[src/hdlc_flags_pkg.sv]
package hdlc_flags_pkg;
  // register port geometry
  localparam int ADDR_W = 8;
  localparam int DATA_W = 8;
  localparam int LEVEL_W = 7;
  // register addresses on the parallel control port
  localparam logic [ADDR_W-1:0] ADDR_STATUS = 8'h01;
  localparam logic [ADDR_W-1:0] ADDR_MASK = 8'h02;
  // status and mask bit positions, shared by both registers
  localparam int BIT_CODE_CHG = 7;
  localparam int BIT_RX_END = 6;
  localparam int BIT_RX_START = 5;
  localparam int BIT_RX_HALF = 4;
  localparam int BIT_RX_NE = 3;
  localparam int BIT_TX_HALF = 2;
  localparam int BIT_TX_NF = 1;
  localparam int BIT_TX_END = 0;
  // bits that latch and clear on a status read
  localparam logic [DATA_W-1:0] LATCHED_BITS = 8'hE1;
  // reset values
  localparam logic [DATA_W-1:0] MASK_RESET = 8'h00;
  localparam logic [DATA_W-1:0] STATUS_RESET = 8'h00;
  localparam logic [DATA_W-1:0] READ_IDLE = 8'h00;
  // fifo capacity and half-way point, in bytes
  localparam logic [LEVEL_W-1:0] FIFO_DEPTH = 7'h40;
  localparam logic [LEVEL_W-1:0] FIFO_HALF = 7'h20;
  localparam logic [LEVEL_W-1:0] FIFO_NONE = 7'h00;
endpackage : hdlc_flags_pkg

[src/hdlc_status_interrupt_flags.sv]
// Operation
// - code detector change of state sets flag
// - packet opening byte sets start flag
// - rx half-full while fifo above half
// - rx not-empty while fifo holds byte
// - tx half-empty once fifo below half
// - tx not-full while fifo has room
// - event flags latch, clear on status read
// - mask bit per event, one enables
// - enabled event drives interrupt low
// - interrupt releases after read, none pending
`timescale 1ns/1ps
module hdlc_status_interrupt_flags (
  input wire logic sys_clk,
  input wire logic rst,
  // host register port, synchronous strobes
  input wire logic [hdlc_flags_pkg::ADDR_W-1:0] reg_addr,
  input wire logic reg_rd,
  input wire logic reg_wr,
  input wire logic [hdlc_flags_pkg::DATA_W-1:0] reg_wdata,
  output logic [hdlc_flags_pkg::DATA_W-1:0] reg_rdata,
  // event sources from the hdlc and code engines
  input wire logic code_detected,
  input wire logic rx_open_byte,
  input wire logic rx_close_byte,
  input wire logic tx_msg_done,
  input wire logic [hdlc_flags_pkg::LEVEL_W-1:0] rx_fifo_level,
  input wire logic [hdlc_flags_pkg::LEVEL_W-1:0] tx_fifo_level,
  // shared interrupt, active low
  output logic int_n
);

  // address compare, used for both reads and writes
  function automatic logic addr_is(input logic [hdlc_flags_pkg::ADDR_W-1:0] a,
                                   input logic [hdlc_flags_pkg::ADDR_W-1:0] ref_a);
    addr_is = (a == ref_a);
  endfunction : addr_is

  logic [hdlc_flags_pkg::DATA_W-1:0] latch_r; // sticky event bits
  logic [hdlc_flags_pkg::DATA_W-1:0] latch_nxt; // sticky bits after this edge
  logic [hdlc_flags_pkg::DATA_W-1:0] mask_r; // interrupt enables
  logic [hdlc_flags_pkg::DATA_W-1:0] mask_nxt; // enables after a possible write
  logic [hdlc_flags_pkg::DATA_W-1:0] rdata_r; // read data holding register
  logic [hdlc_flags_pkg::DATA_W-1:0] rdata_nxt; // read data after this edge
  logic code_prev_r; // last seen code detector level
  logic int_n_r; // registered interrupt pin, active low
  logic int_n_nxt; // pin value after this edge

  // register decodes; a read and a write in the same cycle share reg_addr and both act
  wire rd_status = reg_rd && addr_is(reg_addr, hdlc_flags_pkg::ADDR_STATUS);
  wire rd_mask = reg_rd && addr_is(reg_addr, hdlc_flags_pkg::ADDR_MASK);
  wire wr_mask = reg_wr && addr_is(reg_addr, hdlc_flags_pkg::ADDR_MASK);

  // a level change in either direction counts, so loss and gain both report
  wire code_change = code_detected ^ code_prev_r;

  // one-cycle event pulses in their status positions
  logic [hdlc_flags_pkg::DATA_W-1:0] ev_set;
  always_comb begin
    ev_set = hdlc_flags_pkg::STATUS_RESET;
    ev_set[hdlc_flags_pkg::BIT_CODE_CHG] = code_change;
    ev_set[hdlc_flags_pkg::BIT_RX_END] = rx_close_byte;
    ev_set[hdlc_flags_pkg::BIT_RX_START] = rx_open_byte;
    ev_set[hdlc_flags_pkg::BIT_TX_END] = tx_msg_done;
  end

  // live bits follow fifo state and are never latched
  logic [hdlc_flags_pkg::DATA_W-1:0] live;
  always_comb begin
    live = hdlc_flags_pkg::STATUS_RESET;
    live[hdlc_flags_pkg::BIT_RX_HALF] = rx_fifo_level > hdlc_flags_pkg::FIFO_HALF;
    live[hdlc_flags_pkg::BIT_RX_NE] = rx_fifo_level != hdlc_flags_pkg::FIFO_NONE;
    live[hdlc_flags_pkg::BIT_TX_HALF] = tx_fifo_level < hdlc_flags_pkg::FIFO_HALF;
    live[hdlc_flags_pkg::BIT_TX_NF] = tx_fifo_level < hdlc_flags_pkg::FIFO_DEPTH;
  end

  // value software sees in the status register this cycle
  wire [hdlc_flags_pkg::DATA_W-1:0] status_cur = (latch_r & hdlc_flags_pkg::LATCHED_BITS) | live;

  // read clears the sticky bits, but an event in the same cycle wins
  wire [hdlc_flags_pkg::DATA_W-1:0] clr_bits =
    rd_status ? hdlc_flags_pkg::LATCHED_BITS : hdlc_flags_pkg::STATUS_RESET;
  assign latch_nxt = ((latch_r & ~clr_bits) | ev_set) & hdlc_flags_pkg::LATCHED_BITS;

  // only the mask is writable; a write to the status address has no effect
  assign mask_nxt = wr_mask ? reg_wdata : mask_r;

  // unmapped addresses read as zero; idle cycles hold the last read data
  assign rdata_nxt = rd_status ? status_cur :
                     rd_mask ? mask_r :
                     reg_rd ? hdlc_flags_pkg::READ_IDLE : rdata_r;

  // interrupt is computed from next state so it tracks the register edge
  wire [hdlc_flags_pkg::DATA_W-1:0] pend_nxt =
    (((latch_nxt & hdlc_flags_pkg::LATCHED_BITS) | live) & mask_nxt);
  assign int_n_nxt = ~(|pend_nxt);

  // sticky flags and mask
  always_ff @(posedge sys_clk or posedge rst) begin
    if (rst) begin
      latch_r <= hdlc_flags_pkg::STATUS_RESET;
      mask_r <= hdlc_flags_pkg::MASK_RESET;
    end else begin
      latch_r <= latch_nxt;
      mask_r <= mask_nxt;
    end
  end

  // read data, code history and interrupt pin
  // limitation: a live bit that drops before the read also drops the pin
  always_ff @(posedge sys_clk or posedge rst) begin
    if (rst) begin
      rdata_r <= hdlc_flags_pkg::READ_IDLE;
      code_prev_r <= 1'b0;
      int_n_r <= 1'b1;
    end else begin
      rdata_r <= rdata_nxt;
      code_prev_r <= code_detected;
      int_n_r <= int_n_nxt;
    end
  end

  // both outputs come straight from flip-flops
  assign reg_rdata = rdata_r;
  assign int_n = int_n_r;
endmodule : hdlc_status_interrupt_flags

[config.mk]
export PLATFORM = sky130hd
export DESIGN_NAME = hdlc_status_interrupt_flags
export DESIGN_NICKNAME = d
export VERILOG_FILES = /design/src/hdlc_flags_pkg.sv /design/src/hdlc_status_interrupt_flags.sv
export SDC_FILE = /design/constraint.sdc
export NUM_CORES = 1
export LEC_CHECK = 0
export CORE_ASPECT_RATIO = 0.9
export CORE_MARGIN = 2
export CORE_UTILIZATION = 40
export CTS_CLUSTER_DIAMETER = 120
export DETAILED_ROUTE_END_ITERATION = 8
export DONT_BUFFER_PORTS = 1
export RECOVER_POWER = 25
export SLEW_MARGIN = 20
export SYNTH_ARGS = -nofsm -noshare
export SYNTH_HDL_FRONTEND = slang
export SYNTH_SLANG_ARGS = --single-unit
export TNS_END_PERCENT = 100
[constraint.sdc]
create_clock -name sys_clk -period 1.2 [get_ports sys_clk]
set_clock_uncertainty 0.1 [all_clocks]
set_input_delay 0.18 -clock sys_clk [delete_from_list [all_inputs] [get_ports sys_clk]]
set_output_delay 0.18 -clock sys_clk [all_outputs]
set_load 0.1 [all_outputs]
==> results of run 1 <==
## worst min path at each step
stage | to | slack, ps | cells after the start
global placement | latch_r[5] | 20 | 2
floorplan | code_prev_r | 70 | 1
detailed placement | latch_r[0] | 20 | 2
finish | mask_r[2] | -80 | 1
CTS | mask_r[4] | -80 | 1
global route | mask_r[2] | -100 | 1
## sequential cells by signal, summed over array words and instances, names as in the netlist
register / cells
reg_rdata: 8
latch_r: 4
int_n: 1
mask_r: 8
code_prev_r: 1
## per-stage QoR
stage	setup WS (ps)	setup TNS [ps]
2_1_floorplan	-395	-1630
3_3_place_gp	-551	-3600
3_5_place_dp	-541	-3740
4_1_cts	-203	-490
5_1_grt	-228	-772
6_report	-172	-387
## cells by family after synthesis
kind of cell              synth area share
and+or+nand+nor                      0.140
xor gates and xnor gates           0.00865
DFF                                  0.545
buffers and inverters               0.0457
muxes                               0.0989
AOI/OAI and AO/OA                    0.162
## cell usage after synthesis
library cell	n
buf_6	1
or2_2	1
nand2_1	2
and4b_2	1
and3_1	2
a22oi_1	6
mux2_2	4
mux2i_1	1
buf_2	1
nor4_1	1
nor2b_1	5
nor2_1	4
dfstp_2	1
nor4_4	1
a221o_1	1
inv_1	7
and3b_1	1
mux2_4	3
and2_1	1
a21oi_1	3
a32oi_1	1
o21ai_0	7
and4_1	1
clkbuf_1	1
a21o_1	4
nand4_1	1
xor2_1	1
o2bb2a_4	1
dfrtp_1	21
## cell type report
cell class / count / area share
inverters: 7 / 0.0180
well taps: 28 / 0.0240
clock buffers: 4 / 0.0180
flip-flops and latches: 22 / 0.386
multi-input cells: 53 / 0.307
repair buffers: 29 / 0.247
## layer usage
| layer | track usage | part of all wire | vias to the layer above | wire, um |
|---|---|---|---|---|
| li1 | - | - | 361 | - |
| met1 | 0.233 | 0.46 | 344 | 1040 |
| met2 | 0.255 | 0.45 | 31 | 1020 |
| met3 | 0.0572 | 0.064 | 7 | 144 |
| met4 | 0.0659 | 0.020 | 0 | 46 |
| met5 | 0 | 0 | - | 0 |
## power by group through the flow
stage | Sequential [uW] | Clock, uW | Combinational (uW)
4_1_cts | 786 | 364 | 227
6_report | 787 | 354 | 234
2_1_floorplan | 864 | 0 | 65.5
3_3_place_gp | 800 | 0 | 187
5_1_grt | 790 | 397 | 246
3_5_place_dp | 801 | 0 | 191
## timing repair
action / in CTS / in global routing
endpoints found under the hold margin: 40 / 5
setup endpoints to repair: 10 / 10
gates resized for setup: 7 / 5
buffers inserted: 0 / 1
hold buffers: 11 / 1
pin swaps: 3 / 4
## worst reg2reg max path, cell delays in order, from the launching register on
cell     delay (ps)
dfrtp_1         400
mux2_4          280
a32oi_2         200
and4_1          210
==> run_results.csv, run 1 <==
group,metric,value,unit
sta,whs,-75.2,ps
floorplanning,ios,47,
final_layout,drive_gt1_frac,0.400,
critical_path,regToRegEndpoint,"int_n",
floorplanning,die_h,51.7,um
sta,rsz0062_at_grt,"yes",
yosys,synth_cells,85,
final_layout,finalCoreUtilization,0.603,
run,max_cap_viol_count,0,
min_path,min-delay-start,"reg_wdata[2]",
yosys,syn_nets,123,
grt,grt.overflow.total,0,
critical_path,worstPathArrival,1530,ps
clock_tree,htreeDepth,1,
yosys,yosysTopAreaCell,"dfrtp_1",
pwr,swShare,0.265,
critical_path,worstReg2RegStart,"mask_r[4]",
route,drt_wl_total,2250,um
yosys,synth_top_area_frac,0.519,
critical_path,critPathTopFamily,"simple AND/OR/NAND/NOR gates",
route,firstDrtPassIters,4,
sta,hold_violations,2,
sta,drv_slew,0,
sta,post-route-min-period,1370,ps
critical_path,r2r_setup_slack,-40,ps
pwr,power,1380,uW
critical_path,crit_path_max_fanout,4,
yosys,synth_area,1010,um2
critical_path,crit_path_cell_trace,"nor4_4 -> and3_4 -> buf_6 -> mux2_4 -> a32oi_2 -> and4_1",
yosys,ys_warn_count,0,
min_path,hp-class,"primary input to flip-flop",
clock_tree,clkTransAtPathRegs,120,ps
route,routed_via_density,5.20,
sta,setup_viol,7,
final_layout,multi_input_area,448,um2
pwr,p_sw,364,uW
place,placed_cells,126,
route,drc,0,
final_layout,fin_area,1460,um2
route,vias,743,
critical_path,path_class,"primary input to flip-flop",
grt,grt_max_degree,23,
yosys,synth.avg_cell_area,11.9,um2
clock_tree,clk_latency,310,ps
sta,setup_slack,-172,ps
floorplanning,core-area,2420,um2
clock_tree,clock-root-buffer,"clkbuf_4",
route,wl_per_cell,15.8,um
pwr,pwr-share-comb,0.170,
critical_path,crit_buf_inv,1,
yosys,synth_cell_types,29,
pwr,p_per_area,941,nW/um2
final_layout,final_cells,143,
clock_tree,cts_num_sinks,22,
critical_path,crit_start,"reg_addr[5]",
final_layout,final_common_cell,"dfrtp_1",
final_layout,regArea,564,um2
place,place_congestion,0.753,
grt,grt_pass1_wl,3730,um
place,port_buffers,0,
sta,worst_slew_pin_slew,546,ps
yosys,yosys_register_bits,22,
critical_path,crit_required,1360,ps
clock_tree,cts_made_buffers,3,
status,status,"finished with violations",
final_layout,area_growth,44.4,%
floorplanning,die_w,57.0,um
final_layout,fin_nets,154,
yosys,yosys-top-cells-area,"dfrtp_1 52%, a22oi_1 4.4%, mux2_2 4.4%",
floorplanning,dieArea,2950,um2
sta,max_freq,0.729,GHz
grt,first_global_vias,805,
critical_path,critPathMaxStageDelay,310,ps
clock_tree,clock_path_buffers,2,
floorplanning,start_util,0.417,
critical_path,cp-endpoint,"int_n",
sta,maxSlewHeadroom,0.636,
place,dpl_cell_area,1250,um2
pwr,p_leak,0.000613,uW
sta,min_period_over_period,1.14,
grt,track_usage,0.172,
pwr,seq_power_share,0.572,
critical_path,r2r_cells,3,
critical_path,slowest_stage,"mux2_4",
critical_path,endpoint_kind,"flip-flop",
pwr,p_int,1010,uW
clock_tree,cts_tree,"yes",
final_layout,mostFrequentLayoutCells,"13 x dfrtp_1, 12 x dlygate4sd3_1, 9 x buf_12",
route,drtIter0Drc,10,
pwr,clock_power_share,0.258,
status,violations,"negative hold slack, negative setup slack",
route,drtAntennaViolNets,0,
floorplanning,num_rows,17,
final_layout,antenna_cells,0,
critical_path,cp_num_cells,6,
final_layout,n_fill_cell,219,
grt,antenna_found_initial,0,
pwr,peakVddDrop,0.835,mV
critical_path,startpoint_type,"primary input",
place,dpl.hpwl,1620,um
yosys,seq_area_frac_synth,0.545,
No activity file was read; power rests on OpenSTA's default activity.
==> inputs of run 2 (changes only) <==
Settings changed: ABC_CLOCK_PERIOD_IN_PS from default to 1600.
Clock period 1.2 ns to 1.6 ns, I/O delays scaled along.
==> run 2 against run 1 <==
Net effect:
- the flow now finishes without violations
- sequential share of layout area rose by 3.6 points
- combinational power down 61%
- sequential power down 19%
- die area did not move
- critical path depth decreased by 6
- via count increased by 1.1%
- utilization down 6.4 points
- hold slack improved by 140 ps
- global-route usage fell by 0.92 points
- clock power down 14%
- largest power group unchanged
==> run_results.csv, run 2 (synthesis gave the netlist of run 1 again) <==
group,metric,value,unit
critical_path,worstReg2RegStart,"mask_r[4]",
critical_path,cp-endpoint,"int_n",
grt,track_usage,0.163,
place,dpl.hpwl,1590,um
critical_path,r2r_setup_slack,370,ps
sta,whs,64.1,ps
clock_tree,cts_resized,0,
final_layout,drive_gt1_frac,0.263,
floorplanning,die_w,57.0,um
clock_tree,cts_num_sinks,22,
sta,drv_slew,0,
route,wl_per_cell,14.9,um
clock_tree,clock_path_buffers,2,
clock_tree,cts_hold_buf,14,
floorplanning,dieArea,2950,um2
sta,rsz0062_at_grt,"no",
final_layout,area_growth,29.0,%
sta,max_freq,0.656,GHz
pwr,peakVddDrop,0.729,mV
critical_path,crit_start,"int_n",
route,firstDrtPassIters,3,
route,drt_wl_total,2110,um
floorplanning,ios,47,
clock_tree,clock-root-buffer,"clkbuf_4",
final_layout,antenna_cells,0,
sta,maxSlewHeadroom,0.640,
sta,post-route-min-period,1520,ps
critical_path,r2r_cells,3,
clock_tree,cts_setup_buffers,0,
place,place_congestion,0.749,
grt,grt_pass1_wl,3570,um
critical_path,crit_required,1260,ps
final_layout,final_common_cell,"dfrtp_1",
sta,setup_viol,0,
clock_tree,cts_tree,"yes",
sta,hold_violations,0,
critical_path,endpoint_kind,"output pin",
pwr,p_per_area,789,nW/um2
critical_path,regToRegEndpoint,"int_n",
final_layout,fin_nets,153,
min_path,hp-class,"primary input to flip-flop",
grt,first_global_vias,792,
critical_path,path_class,"flip-flop to output pin",
grt,grt_max_degree,23,
clock_tree,cts_made_buffers,3,
pwr,power,1030,uW
min_path,holdPathStages,3,
floorplanning,start_util,0.417,
floorplanning,num_rows,17,
run,max_cap_viol_count,0,
status,status,"completed",
clock_tree,clk_latency,310,ps
sta,min_period_over_period,0.953,
final_layout,final_cells,142,
final_layout,mostFrequentLayoutCells,"21 x dfrtp_1, 14 x dlygate4sd3_1, 13 x buf_4",
grt,grt.overflow.total,0,
pwr,p_leak,0.000594,uW
route,vias,751,
critical_path,startpoint_type,"flip-flop",
route,drtIter0Drc,12,
critical_path,crit_path_max_fanout,1,
sta,worst_slew_pin_slew,540,ps
grt,antenna_found_initial,0,
floorplanning,core-area,2420,um2
clock_tree,clkTransAtPathRegs,120,ps
critical_path,cp_num_cells,0,
route,routed_via_density,5.29,
clock_tree,htreeDepth,1,
place,placed_cells,124,
critical_path,worstPathArrival,1180,ps
floorplanning,die_h,51.7,um
route,drtAntennaViolNets,0,
place,port_buffers,0,
route,drc,0,
==> run 2: layout make-up <==
type | instances | area, um2
Fill cell | 216 | 1120
Multi-Input combinational cell | 53 | 414
Inverter | 7 | 26.3
Timing Repair Buffer | 28 | 243
Sequential cell | 22 | 552
Clock buffer | 4 | 36.3
Tap cell | 28 | 35.0
==> run 2: power breakdown <==
part           internal, uW  switching (uW)  leakage [uW]
combinational          53.4            38.9      0.000294
sequential              580            55.7      0.000279
clock                   139             164     0.0000210
total                   772             259      0.000594
==> run 2: metal layers <==
| layer | part of all wire | up-vias | global-route usage |
|---|---|---|---|
| li1 | - | 363 | - |
| met1 | 0.48 | 359 | 0.211 |
| met2 | 0.44 | 25 | 0.262 |
| met3 | 0.060 | 4 | 0.0522 |
| met4 | 0.014 | 0 | 0.0465 |
| met5 | 0 | - | 0 |
==> run 2: per-stage QoR <==
stage	setup WS (ps)	TNS [ps]	utilization	area, um2
2_1_floorplan	-55.5	-55.5	-	1010
3_3_place_gp	-151	-151	0.467	1130
3_5_place_dp	-175	-175	0.467	1130
4_1_cts	63.2	0	0.540	1310
5_1_grt	44.1	0	0.539	1310
6_report	75.6	0	0.539	1310
==> run 2: worst min-delay path by stage <==
stage	startpoint	slack (ps)	endpoint
2_1_floorplan	rst	130	code_prev_r
3_3_place_gp	rst	80	code_prev_r
3_5_place_dp	rst	80	reg_rdata[3]
4_1_cts	reg_rd	50	reg_rdata[4]
5_1_grt	code_detected	50	latch_r[7]
6_report	reg_rd	60	reg_rdata[1]
